`src/include/ftas_consts.svh`:
```
// Purpose: Offsets, bit positions, reset values and counts of the fast timer access block
// Assumes: 6-bit I/O address space, 8-bit data
// Notes: Included by bare name
`ifndef FTAS_CONSTS_SVH
`define FTAS_CONSTS_SVH
// I/O offsets
`define FTAS_A_TIMER_INTERRUPT_FLAGS 6'h38
`define FTAS_A_TIMER_IRQ_MASK 6'h39
`define FTAS_A_CTRL_A 6'h30
`define FTAS_A_CTRL_B 6'h2f
`define FTAS_A_CNT 6'h2e
`define FTAS_A_CMP_A 6'h2d
`define FTAS_A_CMP_B 6'h2c
`define FTAS_A_TOP 6'h2b
`define FTAS_A_SLOW_CTRL 6'h2a
`define FTAS_A_CTRL_C 6'h27
`define FTAS_A_CTRL_D 6'h26
`define FTAS_A_HIGH 6'h25
`define FTAS_A_CMP_D 6'h22
`define FTAS_A_SLOW_CMP_A 6'h13
`define FTAS_A_SLOW_CMP_B 6'h12
// Flag and mask bit positions (same layout in both registers)
`define FTAS_B_FD 7
`define FTAS_B_FA 6
`define FTAS_B_FB 5
`define FTAS_B_SA 4
`define FTAS_B_SB 3
`define FTAS_B_FOVF 2
`define FTAS_B_SOVF 1
`define FTAS_B_CAP 0
// Control bit positions
`define FTAS_B_FRUN 0
`define FTAS_B_FP_FLAG 6
`define FTAS_B_FP_IE 7
`define FTAS_B_SCTC 0
`define FTAS_B_SRUN 1
`define FTAS_B_SWIDE 2
`define FTAS_B_SCAPM 3
// Reset values
`define FTAS_RST_BYTE 8'h00
`define FTAS_RST_TOP 10'h0ff
// Counter limits of the slow timer
`define FTAS_BOTTOM 8'h00
`define FTAS_MAX 8'hff
// Stages of each synchronisation path
`define FTAS_SYNC_DEPTH 2
`endif

```
`src/include/ftas_pkg.sv`:
```
// Purpose: Types shared by the fast timer access block
// Assumes: Nothing
// Notes: Write targets ride the write synchronisation path
package ftas_pkg;
	typedef enum logic [2:0] {
		FTAS_W_NONE,
		FTAS_W_CNT,
		FTAS_W_CMP_A,
		FTAS_W_CMP_B,
		FTAS_W_TOP,
		FTAS_W_CMP_D
	} ftas_wtgt_t;
	typedef logic [12:0] ftas_wpay_t;
endpackage : ftas_pkg

```
`src/include/ftas_sync_if.sv`:
```
// Purpose: Word plus valid carried between synchronisation stages
// Assumes: Single clock
// Notes: src drives, dst listens
`timescale 1ns/1ps
`default_nettype none
interface ftas_sync_if #(parameter int W = 8);
	logic [W-1:0] data;
	logic valid;
	modport src (output data, output valid);
	modport dst (input data, input valid);
endinterface : ftas_sync_if
`default_nettype wire
```
`src/core/ftas_core.sv`:
```
// Purpose: CPU-side register core of a fast 10-bit timer with the shared timer flags
// Assumes: One clock; the fast side is modelled as a delayed path in the same clock
// Notes: I/O reads answer one cycle after the strobe
// Notes on behaviour
// - One shared two-bit high-bits buffer
// - Low-byte read copies upper bits to buffer
// - Low-byte write takes upper bits from buffer
// - Ten-bit counter, eight-bit when uppers zero
// - Top compare clears the counter on match
// - Compares A, B, D drive pins, flags
// - Five fast interrupt sources, each maskable
// - Fast side behind a synchronisation boundary
// - CPU writes reach counter after sync delay
// - Control and compare read back immediately
// - Counter, buffer, fast flags read delayed
// - Slow match A flag, also sixteen-bit
// - Slow match B flag, not when high
// - Flags clear on vector or written one
// - Slow overflow flag sets on overflow
// - Capture flag on edge or at TOP
// - Interrupt needs global, enable and flag
// - Bottom 0x00, max 0xFF, top by mode
`timescale 1ns/1ps
`default_nettype none
`include "ftas_consts.svh"
module ftas_core #(
	parameter int SYNC_DEPTH = `FTAS_SYNC_DEPTH
) (
	input wire logic clk,
	input wire logic nrst,
	input wire logic [5:0] io_addr,
	input wire logic io_wr,
	input wire logic io_rd,
	input wire logic [7:0] io_wdata,
	output logic [7:0] io_rdata,
	input wire logic global_irq_enable,
	input wire logic [8:0] irq_vector_ack,
	input wire logic capture_input_pin,
	input wire logic fault_in,
	output logic [8:0] irq_pending,
	output logic fast_wave_out_a,
	output logic fast_wave_out_b,
	output logic fast_wave_out_d
);
	import ftas_pkg::*;

	logic [1:0] high_bits_buffer_r;
	logic [7:0] fast_ctrl_a_r, fast_ctrl_b_r, fast_ctrl_c_r, fast_ctrl_d_r;
	logic [9:0] cmp_a_sh_r, cmp_b_sh_r, top_sh_r, cmp_d_sh_r;
	logic [9:0] fast_counter_value_r, fa_r, fb_r, ftop_r, fd_r;
	logic [7:0] timer_irq_mask_r, timer_interrupt_flags_r, timer_interrupt_flags_set;
	logic fault_protect_flag_r, slow_ctrl_ctc, slow_run, slow_wide, slow_capm;
	logic [7:0] slow_ctrl_r, slow_compare_a_r, slow_compare_b_r;
	logic [15:0] slow_cnt_r, slow_top;
	logic cap_prev_r, cap_edge, wr_timer_interrupt_flags, fast_run, fast_at_top;
	logic [7:0] rdata_nxt;
	logic [1:0] hb_nxt;
	ftas_wtgt_t wtgt;
	logic [9:0] fcnt_seen;
	logic [3:0] fflags_seen;
	logic [1:0] hb_seen;

	ftas_sync_if #(.W(13)) wpipe_in ();
	ftas_sync_if #(.W(13)) wpipe_out ();
	ftas_sync_if #(.W(16)) rpipe_in ();
	ftas_sync_if #(.W(16)) rpipe_out ();

	assign fast_run = fast_ctrl_b_r[`FTAS_B_FRUN];
	assign slow_ctrl_ctc = slow_ctrl_r[`FTAS_B_SCTC];
	assign slow_run = slow_ctrl_r[`FTAS_B_SRUN];
	assign slow_wide = slow_ctrl_r[`FTAS_B_SWIDE];
	assign slow_capm = slow_ctrl_r[`FTAS_B_SCAPM];
	assign wr_timer_interrupt_flags = io_wr && io_addr == `FTAS_A_TIMER_INTERRUPT_FLAGS;
	assign cap_edge = capture_input_pin && !cap_prev_r;

	////////////////////////////////////////////////////////////////
	// Write target decode for the synchronised path
	always_comb begin
		if (!io_wr) wtgt = FTAS_W_NONE;
		else if (io_addr == `FTAS_A_CNT) wtgt = FTAS_W_CNT;
		else if (io_addr == `FTAS_A_CMP_A) wtgt = FTAS_W_CMP_A;
		else if (io_addr == `FTAS_A_CMP_B) wtgt = FTAS_W_CMP_B;
		else if (io_addr == `FTAS_A_TOP) wtgt = FTAS_W_TOP;
		else if (io_addr == `FTAS_A_CMP_D) wtgt = FTAS_W_CMP_D;
		else wtgt = FTAS_W_NONE;
	end

	assign wpipe_in.valid = wtgt != FTAS_W_NONE;
	assign wpipe_in.data = {wtgt, high_bits_buffer_r, io_wdata};
	assign rpipe_in.valid = 1'b1;
	assign rpipe_in.data = {fast_counter_value_r, timer_interrupt_flags_r[7:5],
		timer_interrupt_flags_r[`FTAS_B_FOVF], high_bits_buffer_r};
	assign fcnt_seen = rpipe_out.data[15:6];
	assign fflags_seen = rpipe_out.data[5:2];
	assign hb_seen = rpipe_out.data[1:0];

	ftas_sync_stage #(.W(13), .DEPTH(SYNC_DEPTH)) u_wsync (
		.clk(clk), .nrst(nrst), .din(wpipe_in), .dout(wpipe_out));
	ftas_sync_stage #(.W(16), .DEPTH(SYNC_DEPTH)) u_rsync (
		.clk(clk), .nrst(nrst), .din(rpipe_in), .dout(rpipe_out));

	////////////////////////////////////////////////////////////////
	// CPU-side control and compare shadows, readable at once
	// shadows take buffer bits
	always_ff @(posedge clk or negedge nrst) begin
		if (!nrst) begin
			fast_ctrl_a_r <= `FTAS_RST_BYTE;
			fast_ctrl_b_r <= `FTAS_RST_BYTE;
			fast_ctrl_c_r <= `FTAS_RST_BYTE;
			fast_ctrl_d_r <= `FTAS_RST_BYTE;
			cmp_a_sh_r <= '0;
			cmp_b_sh_r <= '0;
			top_sh_r <= `FTAS_RST_TOP;
			cmp_d_sh_r <= '0;
			timer_irq_mask_r <= `FTAS_RST_BYTE;
			slow_ctrl_r <= `FTAS_RST_BYTE;
		end else if (io_wr) begin
			if (io_addr == `FTAS_A_CTRL_A) fast_ctrl_a_r <= io_wdata;
			else if (io_addr == `FTAS_A_CTRL_B) fast_ctrl_b_r <= io_wdata;
			else if (io_addr == `FTAS_A_CTRL_C) fast_ctrl_c_r <= io_wdata;
			else if (io_addr == `FTAS_A_CTRL_D) fast_ctrl_d_r <= io_wdata;
			else if (io_addr == `FTAS_A_CMP_A) cmp_a_sh_r <= {high_bits_buffer_r, io_wdata};
			else if (io_addr == `FTAS_A_CMP_B) cmp_b_sh_r <= {high_bits_buffer_r, io_wdata};
			else if (io_addr == `FTAS_A_TOP) top_sh_r <= {high_bits_buffer_r, io_wdata};
			else if (io_addr == `FTAS_A_CMP_D) cmp_d_sh_r <= {high_bits_buffer_r, io_wdata};
			else if (io_addr == `FTAS_A_TIMER_IRQ_MASK) timer_irq_mask_r <= io_wdata;
			else if (io_addr == `FTAS_A_SLOW_CTRL) slow_ctrl_r <= io_wdata;
		end
	end

	////////////////////////////////////////////////////////////////
	// Shared high-bits buffer
	// low-byte read fills buffer
	always_comb begin
		hb_nxt = high_bits_buffer_r;
		if (io_wr && io_addr == `FTAS_A_HIGH) hb_nxt = io_wdata[1:0];
		else if (io_rd && io_addr == `FTAS_A_CNT) hb_nxt = fcnt_seen[9:8];
		else if (io_rd && io_addr == `FTAS_A_CMP_A) hb_nxt = cmp_a_sh_r[9:8];
		else if (io_rd && io_addr == `FTAS_A_CMP_B) hb_nxt = cmp_b_sh_r[9:8];
		else if (io_rd && io_addr == `FTAS_A_TOP) hb_nxt = top_sh_r[9:8];
		else if (io_rd && io_addr == `FTAS_A_CMP_D) hb_nxt = cmp_d_sh_r[9:8];
	end

	always_ff @(posedge clk or negedge nrst) begin
		if (!nrst) high_bits_buffer_r <= 2'h0;
		else high_bits_buffer_r <= hb_nxt;
	end

	////////////////////////////////////////////////////////////////
	// Fast side: copies land after the crossing, counter counts up to top
	// writes act after delay
	always_ff @(posedge clk or negedge nrst) begin
		if (!nrst) begin
			fa_r <= '0;
			fb_r <= '0;
			ftop_r <= `FTAS_RST_TOP;
			fd_r <= '0;
		end else if (wpipe_out.valid) begin
			if (wpipe_out.data[12:10] == FTAS_W_CMP_A) fa_r <= wpipe_out.data[9:0];
			else if (wpipe_out.data[12:10] == FTAS_W_CMP_B) fb_r <= wpipe_out.data[9:0];
			else if (wpipe_out.data[12:10] == FTAS_W_TOP) ftop_r <= wpipe_out.data[9:0];
			else if (wpipe_out.data[12:10] == FTAS_W_CMP_D) fd_r <= wpipe_out.data[9:0];
		end
	end

	assign fast_at_top = fast_counter_value_r == ftop_r;

	// ten-bit count, cleared at top; a CPU write wins
	always_ff @(posedge clk or negedge nrst) begin
		if (!nrst) fast_counter_value_r <= '0;
		else if (wpipe_out.valid && wpipe_out.data[12:10] == FTAS_W_CNT)
			fast_counter_value_r <= wpipe_out.data[9:0];
		else if (fast_run && fast_at_top) fast_counter_value_r <= '0;
		else if (fast_run) fast_counter_value_r <= fast_counter_value_r + 10'h001;
	end

	always_ff @(posedge clk or negedge nrst) begin
		if (!nrst) begin
			fast_wave_out_a <= 1'b0;
			fast_wave_out_b <= 1'b0;
			fast_wave_out_d <= 1'b0;
		end else if (fast_run) begin
			if (fast_counter_value_r == fa_r) fast_wave_out_a <= !fast_wave_out_a;
			if (fast_counter_value_r == fb_r) fast_wave_out_b <= !fast_wave_out_b;
			if (fast_counter_value_r == fd_r) fast_wave_out_d <= !fast_wave_out_d;
		end
	end

	////////////////////////////////////////////////////////////////
	// Slow 8/16-bit timer; capture shares compare A/B storage
	// top is max, compare A, or the compare B:A pair when wide
	assign slow_top = slow_wide ? (slow_ctrl_ctc ? {slow_compare_b_r, slow_compare_a_r} : 16'hffff)
		: {8'h00, (slow_ctrl_ctc ? slow_compare_a_r : `FTAS_MAX)};

	always_ff @(posedge clk or negedge nrst) begin
		if (!nrst) slow_cnt_r <= 16'h0000;
		else if (slow_run && slow_cnt_r == slow_top) slow_cnt_r <= {8'h00, `FTAS_BOTTOM};
		// Eight-bit use wraps at MAX, so a top below the count cannot run away
		else if (slow_run && !slow_wide) slow_cnt_r <= {8'h00, slow_cnt_r[7:0] + 8'h01};
		else if (slow_run) slow_cnt_r <= slow_cnt_r + 16'h0001;
	end

	// Capture overrides a CPU write in the same cycle so no event is lost
	always_ff @(posedge clk or negedge nrst) begin
		if (!nrst) begin
			slow_compare_a_r <= `FTAS_RST_BYTE;
			slow_compare_b_r <= `FTAS_RST_BYTE;
		end else if (slow_capm && cap_edge && !slow_ctrl_ctc) begin
			slow_compare_a_r <= slow_cnt_r[7:0];
			if (slow_wide) slow_compare_b_r <= slow_cnt_r[15:8];
		end else if (io_wr && io_addr == `FTAS_A_SLOW_CMP_A) slow_compare_a_r <= io_wdata;
		else if (io_wr && io_addr == `FTAS_A_SLOW_CMP_B) slow_compare_b_r <= io_wdata;
	end

	always_ff @(posedge clk or negedge nrst) begin
		if (!nrst) cap_prev_r <= 1'b0;
		else cap_prev_r <= capture_input_pin;
	end

	////////////////////////////////////////////////////////////////
	// Flag set terms
	always_comb begin
		timer_interrupt_flags_set = 8'h00;
		timer_interrupt_flags_set[`FTAS_B_FD] = fast_run && fast_counter_value_r == fd_r;
		timer_interrupt_flags_set[`FTAS_B_FA] = fast_run && fast_counter_value_r == fa_r;
		timer_interrupt_flags_set[`FTAS_B_FB] = fast_run && fast_counter_value_r == fb_r;
		timer_interrupt_flags_set[`FTAS_B_FOVF] = fast_run && fast_at_top;
		timer_interrupt_flags_set[`FTAS_B_SA] = slow_run && !slow_capm && (slow_wide
			? slow_cnt_r == {slow_compare_b_r, slow_compare_a_r} : slow_cnt_r[7:0] == slow_compare_a_r);
		timer_interrupt_flags_set[`FTAS_B_SB] = slow_run && !slow_wide && slow_cnt_r[7:0] == slow_compare_b_r;
		timer_interrupt_flags_set[`FTAS_B_SOVF] = slow_run && (slow_wide ? slow_cnt_r == 16'hffff
			: slow_cnt_r[7:0] == `FTAS_MAX) && !slow_ctrl_ctc;
		// capture edge, or top when capture is top
		timer_interrupt_flags_set[`FTAS_B_CAP] = slow_capm && (slow_ctrl_ctc ? slow_run && slow_cnt_r == slow_top : cap_edge);
	end

	// clear by one or vector; set wins
	always_ff @(posedge clk or negedge nrst) begin
		if (!nrst) timer_interrupt_flags_r <= `FTAS_RST_BYTE;
		else timer_interrupt_flags_r <= timer_interrupt_flags_set | (timer_interrupt_flags_r
			& ~(wr_timer_interrupt_flags ? io_wdata : 8'h00) & ~irq_vector_ack[7:0]);
	end

	// fault flag lives in control D
	always_ff @(posedge clk or negedge nrst) begin
		if (!nrst) fault_protect_flag_r <= 1'b0;
		else if (fault_in) fault_protect_flag_r <= 1'b1;
		else if (irq_vector_ack[8] || (io_wr && io_addr == `FTAS_A_CTRL_D && io_wdata[`FTAS_B_FP_FLAG]))
			fault_protect_flag_r <= 1'b0;
	end

	always_ff @(posedge clk or negedge nrst) begin
		if (!nrst) irq_pending <= 9'h000;
		else irq_pending <= {global_irq_enable && fault_protect_flag_r && fast_ctrl_d_r[`FTAS_B_FP_IE],
			{8{global_irq_enable}} & timer_irq_mask_r & timer_interrupt_flags_r};
	end

	////////////////////////////////////////////////////////////////
	// Read mux; unmapped addresses read zero
	always_comb begin
		if (io_addr == `FTAS_A_TIMER_INTERRUPT_FLAGS)
			rdata_nxt = {fflags_seen[3:1], timer_interrupt_flags_r[4:3], fflags_seen[0],
				timer_interrupt_flags_r[1:0]};
		else if (io_addr == `FTAS_A_TIMER_IRQ_MASK) rdata_nxt = timer_irq_mask_r;
		else if (io_addr == `FTAS_A_CTRL_A) rdata_nxt = fast_ctrl_a_r;
		else if (io_addr == `FTAS_A_CTRL_B) rdata_nxt = fast_ctrl_b_r;
		else if (io_addr == `FTAS_A_CTRL_C) rdata_nxt = fast_ctrl_c_r;
		else if (io_addr == `FTAS_A_CTRL_D)
			rdata_nxt = {fast_ctrl_d_r[7], fault_protect_flag_r, fast_ctrl_d_r[5:0]};
		else if (io_addr == `FTAS_A_CNT) rdata_nxt = fcnt_seen[7:0];
		else if (io_addr == `FTAS_A_HIGH) rdata_nxt = {6'h00, hb_seen};
		else if (io_addr == `FTAS_A_CMP_A) rdata_nxt = cmp_a_sh_r[7:0];
		else if (io_addr == `FTAS_A_CMP_B) rdata_nxt = cmp_b_sh_r[7:0];
		else if (io_addr == `FTAS_A_TOP) rdata_nxt = top_sh_r[7:0];
		else if (io_addr == `FTAS_A_CMP_D) rdata_nxt = cmp_d_sh_r[7:0];
		else if (io_addr == `FTAS_A_SLOW_CTRL) rdata_nxt = slow_ctrl_r;
		else if (io_addr == `FTAS_A_SLOW_CMP_A) rdata_nxt = slow_compare_a_r;
		else if (io_addr == `FTAS_A_SLOW_CMP_B) rdata_nxt = slow_compare_b_r;
		else rdata_nxt = 8'h00;
	end

	// Data hold their last value between reads
	always_ff @(posedge clk or negedge nrst) begin
		if (!nrst) io_rdata <= 8'h00;
		else if (io_rd) io_rdata <= rdata_nxt;
	end

	////////////////////////////////////////////////////////////////
	// Assertions
	property p_hb_copy;
		@(posedge clk) disable iff (!nrst) io_rd && !io_wr && io_addr == `FTAS_A_CMP_A
			|=> high_bits_buffer_r == $past(cmp_a_sh_r[9:8]);
	endproperty
	a_hb_copy: assert property (p_hb_copy) else $error("buffer not filled on read");

	property p_lo_write;
		@(posedge clk) disable iff (!nrst) io_wr && io_addr == `FTAS_A_CMP_D
			|=> cmp_d_sh_r == {$past(high_bits_buffer_r), $past(io_wdata)};
	endproperty
	a_lo_write: assert property (p_lo_write) else $error("upper bits not from buffer");

	property p_top_clear;
		@(posedge clk) disable iff (!nrst) fast_run && fast_at_top && !wpipe_out.valid
			|=> fast_counter_value_r == 10'h000 && timer_interrupt_flags_r[`FTAS_B_FOVF];
	endproperty
	a_top_clear: assert property (p_top_clear) else $error("counter not cleared at top");

	property p_match_a;
		@(posedge clk) disable iff (!nrst) fast_run && fast_counter_value_r == fa_r
			|=> fast_wave_out_a != $past(fast_wave_out_a) && timer_interrupt_flags_r[`FTAS_B_FA];
	endproperty
	a_match_a: assert property (p_match_a) else $error("match A missed");

	property p_readback;
		@(posedge clk) disable iff (!nrst) (io_wr && io_addr == `FTAS_A_CTRL_A)
			##1 (io_rd && !io_wr && io_addr == `FTAS_A_CTRL_A) |=> io_rdata == $past(io_wdata, 2);
	endproperty
	a_readback: assert property (p_readback) else $error("control read back stale");

	property p_clear_one;
		@(posedge clk) disable iff (!nrst) wr_timer_interrupt_flags && io_wdata[`FTAS_B_SOVF] && !timer_interrupt_flags_set[`FTAS_B_SOVF]
			|=> !timer_interrupt_flags_r[`FTAS_B_SOVF];
	endproperty
	a_clear_one: assert property (p_clear_one) else $error("flag not cleared by one");

	property p_zero_keep;
		@(posedge clk) disable iff (!nrst) wr_timer_interrupt_flags && !io_wdata[`FTAS_B_CAP] && !irq_vector_ack[0]
			&& timer_interrupt_flags_r[`FTAS_B_CAP] |=> timer_interrupt_flags_r[`FTAS_B_CAP];
	endproperty
	a_zero_keep: assert property (p_zero_keep) else $error("flag lost on zero write");

	property p_irq_gate;
		@(posedge clk) disable iff (!nrst) irq_pending[`FTAS_B_SOVF] |-> $past(global_irq_enable)
			&& $past(timer_irq_mask_r[`FTAS_B_SOVF]) && $past(timer_interrupt_flags_r[`FTAS_B_SOVF]);
	endproperty
	a_irq_gate: assert property (p_irq_gate) else $error("interrupt without cause");

	property p_slow_wrap;
		@(posedge clk) disable iff (!nrst) slow_run && !slow_wide && !slow_ctrl_ctc && slow_cnt_r[7:0] == 8'hff
			|=> slow_cnt_r == 16'h0000 && timer_interrupt_flags_r[`FTAS_B_SOVF];
	endproperty
	a_slow_wrap: assert property (p_slow_wrap) else $error("slow wrap wrong");

	property p_no_b_wide;
		@(posedge clk) disable iff (!nrst) slow_wide |=> !$rose(timer_interrupt_flags_r[`FTAS_B_SB]);
	endproperty
	a_no_b_wide: assert property (p_no_b_wide) else $error("match B set in wide mode");

	c_top_wrap: cover property (@(posedge clk) disable iff (!nrst) fast_run && fast_at_top);
	c_capture: cover property (@(posedge clk) disable iff (!nrst) slow_capm && cap_edge);
	c_irq: cover property (@(posedge clk) disable iff (!nrst) |irq_pending);
	c_set_clear: cover property (@(posedge clk) disable iff (!nrst) wr_timer_interrupt_flags && |(timer_interrupt_flags_set & io_wdata));
endmodule : ftas_core
`default_nettype wire

```
`src/core/ftas_sync_stage.sv`:
```
// Purpose: Fixed-latency register chain standing for a clock boundary crossing
// Assumes: One clock; latency equals DEPTH cycles
// Notes: Data and valid travel together
`timescale 1ns/1ps
`default_nettype none
module ftas_sync_stage #(
	parameter int W = 8,
	parameter int DEPTH = 2
) (
	input wire logic clk,
	input wire logic nrst,
	ftas_sync_if.dst din,
	ftas_sync_if.src dout
);
	logic [W-1:0] data_r [DEPTH];
	logic [DEPTH-1:0] valid_r;

	////////////////////////////////////////////////////////////////
	// Shift chain; valid is cleared at reset so nothing leaks out
	always_ff @(posedge clk or negedge nrst) begin
		if (!nrst) begin
			valid_r <= '0;
			for (int i = 0; i < DEPTH; i++) begin
				data_r[i] <= '0;
			end
		end else begin
			valid_r[0] <= din.valid;
			data_r[0] <= din.data;
			for (int i = 1; i < DEPTH; i++) begin
				valid_r[i] <= valid_r[i-1];
				data_r[i] <= data_r[i-1];
			end
		end
	end

	assign dout.data = data_r[DEPTH-1];
	assign dout.valid = valid_r[DEPTH-1];
endmodule : ftas_sync_stage
`default_nettype wire

```
`config.mk`:
```
export PLATFORM = sky130hd
export DESIGN_NAME = ftas_core
export DESIGN_NICKNAME = d
export VERILOG_FILES = /design/src/include/ftas_pkg.sv /design/src/include/ftas_sync_if.sv /design/src/core/ftas_core.sv /design/src/core/ftas_sync_stage.sv
export VERILOG_INCLUDE_DIRS = /design/src /design/src/include
export SDC_FILE = /design/constraint.sdc
export NUM_CORES = 1
export LEC_CHECK = 0
export BUFFER_PORTS_ARGS = -buffer_cell sky130_fd_sc_hd__buf_2
export CAP_MARGIN = 20
export CORE_MARGIN = 3
export CORE_UTILIZATION = 51
export CTS_BUF_LIST = sky130_fd_sc_hd__clkbuf_4
export DETAILED_ROUTE_END_ITERATION = 6
export GPL_ROUTABILITY_DRIVEN = 0
export PLACE_DENSITY_LB_ADDON = 0.1
export RECOVER_POWER = 25
export SLEW_MARGIN = 10
export SYNTH_ARGS = -nofsm -noshare
export SYNTH_HDL_FRONTEND = slang
export SYNTH_HIERARCHICAL = 1
export SYNTH_SLANG_ARGS = --single-unit
export TNS_END_PERCENT = 30
```
`constraint.sdc`:
```
create_clock -name clk -period 2.8 [get_ports clk]
set_input_delay 0.56 -clock clk [delete_from_list [all_inputs] [get_ports clk]]
set_output_delay 0.56 -clock clk [all_outputs]
set_load 0.01 [all_outputs]
```
==> results.py <==
metrics = {
    "die": {
        "ioPinCount": 50,
        "initial_utilization": 0.5254,
        "core.rowCount": 56,
        "die-area_mm2": 0.02646,
        "die_y_um": 162.7,
        "coreArea_mm2": 0.02382,
        "die_w_um": 162.7,
    },
    "final_layout": {
        "drive_gt1_frac": 0.2857,
        "fin_nets": 1229,
        "area_delta_synth_final_pct": 11.41,
        "fin_cells": 1566,
    },
    "sta": {
        "timing.final.ws_setup_ps": 442.3,
        "fin_skew_ps": 29.25,
        "fin_crit_sh": 0.8420,
        "slew_headroom": -0.09378,
        "worst_slew_pin_slew_ps": 1641,
        "rsz0062_at_grt": "no",
        "whs_ps": 82.29,
        "fmax_mhz": 424.1,
        "hold_violations": 0,
        "final-setup-viol-count": 0,
        "setup_tns_ps": 0,
        "period_needed_ps": 2358,
        "final_max_slew_viol_count": 58,
    },
    "worst_setup_path": {
        "cpPeakStageDelay_ps": 530,
        "crit_chain": "inv_1 -> a22o_1 -> a221o_1 -> nor4_1 -> o2111a_2 -> o21ai_0",
        "worstPathArrival_ps": 2880,
        "critPathRequiredTime_ps": 3330,
        "start_kind": "register",
        "critPathMaxFanout": 17,
        "critPathBufInv": 1,
        "critPathSlowestCell": "o2111a_2",
        "cp_top_family": "compound AO/OA/AOI/OAI gates",
        "critPathCaptureType": "register",
        "crit_type": "register to register",
    },
    "run_status": {
        "violations": "max-capacitance violations, max-slew violations",
        "status": "finished, violations left",
    },
    "synthesis": {
        "syn-cell-area_mm2": 0.01252,
        "synth_cells": 1136,
        "synth_fp_nets": 1168,
        "syn_avg_cell_area_um2": 11.02,
        "yosysWarnings": 6,
    },
    "global_route": {
        "grt_max_degree": 72,
        "antenna_found_initial": 2,
        "track_usage": 0.2702,
        "grt_pass1_vias": 9243,
        "grt-ovfl-total": 0,
        "grt_pass1_wl_mm": 54.30,
    },
    "clock_network": {
        "numCtsBuffers": 72,
        "cts_root_buffer": "clkbuf_4",
        "insertion_delay_ps": 690,
        "clockBufferDepth": 3,
        "cts_resized": 0,
        "htree_levels": 3,
        "cts.sinks": 261,
        "cts.clk_slew.worst_paths_ps": 60,
        "cts_tree": "built",
        "cts_setup_buffers": 0,
        "ctsHoldBuffers": 2,
    },
    "routing": {
        "ant_nets": 0,
        "drt-wirelength-per-cell_um": 22.08,
        "drt_pass1_iterations": 5,
        "routed_wl_mm": 34.58,
        "vias_per_cell": 5.902,
        "drc_errors": 0,
        "drtIter0Drc": 698,
        "vias": 9242,
    },
    "place": {
        "dp_hpwl_mm": 23.78,
        "dp.cells": 1440,
        "place.port_buffers": 49,
        "place_ws_ps": 209.5,
    },
    "min_path": {
        "hold_path.class": "input pin to register",
    },
    "flow_run": {
        "max_cap_violations": 1,
    },
    "power": {
        "p_leak_uw": 0.006352,
        "p_per_area_mw_per_mm2": 725.8,
        "ir_drop_mv": 0.3152,
    },
}
==> layout by cell type (no fill, tap or decap), drive strengths merged, types with 7 or more instances in the layout <==
| cell type | count |
|---|---|
| o221ai | 12 |
| nor2 | 52 |
| and2 | 8 |
| clkbuf | 119 |
| nor2b | 20 |
| buf | 76 |
| nor3 | 22 |
| clkinv | 12 |
| mux2i | 21 |
| nand2 | 86 |
| a211oi | 7 |
| a221oi | 13 |
| o21ai | 84 |
| inv | 39 |
| dfstp | 16 |
| mux2 | 122 |
| a22oi | 16 |
| a31o | 7 |
| o22ai | 14 |
| nand4 | 23 |
| dfrtp | 245 |
| and3 | 17 |
| a21oi | 43 |
| nand3 | 22 |
| xnor2 | 50 |
| xor2 | 16 |
==> registers in the layout, indices dropped and copies added, names as in the netlist, 13 cells and up <==
register	cells
u_rsync/dout.data	16
slow_cnt_r	16
u_wsync/data_r	13
u_rsync/data_r	16
u_wsync/dout.data	13
==> worst reg2reg max path, delay by kind of cell, from the launching register on <==
kind            cells  cell delay (ps)
compound gates      4             1220
buf+inv             1              150
flops               1              510
simple gates        1              340
==> layer usage <==
layer | vias to the layer above | part of all wire | GRT usage
met1 | 4620 | 0.44 | 0.3752
met4 | 2 | 0.035 | 0.1192
met3 | 79 | 0.071 | 0.06333
met2 | 346 | 0.46 | 0.4079
met5 | - | 0.00038 | 0
li1 | 4195 | - | -
==> report_power, final <==
group / switching (uW) / total (uW) / leakage [uW] / internal, uW
registers: 594 / 4890 / 0.00339 / 4300
logic: 893 / 1630 / 0.00240 / 740
clock network: 1590 / 3590 / 0.000554 / 2000
==> final timing paths <==
kind	start	end	slack [ps]	cells after the start
worst min-delay path	fault_in	fault_protect_flag_r$_DFFE_PN0P_	80	2
worst min register to register	u_rsync/data_r[31]$_DFF_PN0_	u_rsync/dout.data[15]$_DFF_PN0_	340	0
min in group asynchronous	nrst	slow_cnt_r[11]$_DFFE_PN0P_	850	2
worst max-delay path	slow_cnt_r[0]$_DFFE_PN0P_	slow_cnt_r[0]$_DFFE_PN0P_	440	6
max in group asynchronous	nrst	fast_counter_value_r[2]$_DFFE_PN0P_	510	3
worst max register to register	slow_cnt_r[0]$_DFFE_PN0P_	slow_cnt_r[0]$_DFFE_PN0P_	440	6
==> area by class of cell <==
cell class | count | area [um^2]
Clock inverter | 17 | 152.6
Sequential cell | 261 | 6551
Tap cell | 319 | 399.1
Multi-Input combinational cell | 732 | 5300
Fill cell | 2105 | 9879
Antenna cell | 1 | 2.502
Timing Repair Buffer | 91 | 595.6
Clock buffer | 106 | 795.8
Inverter | 39 | 146.4
==> metrics by stage <==
stage / area, um^2 / power [uW] / util
2_1_floorplan: 12520 / 5939 / -
3_3_place_gp: 13000 / 6543 / 0.5458
3_5_place_dp: 13000 / 6578 / 0.5458
4_1_cts: 13970 / 10220 / 0.5865
5_1_grt: 13940 / 10700 / 0.5853
6_report: 13940 / 10120 / 0.5853
Power figures use the tool's default switching activity.
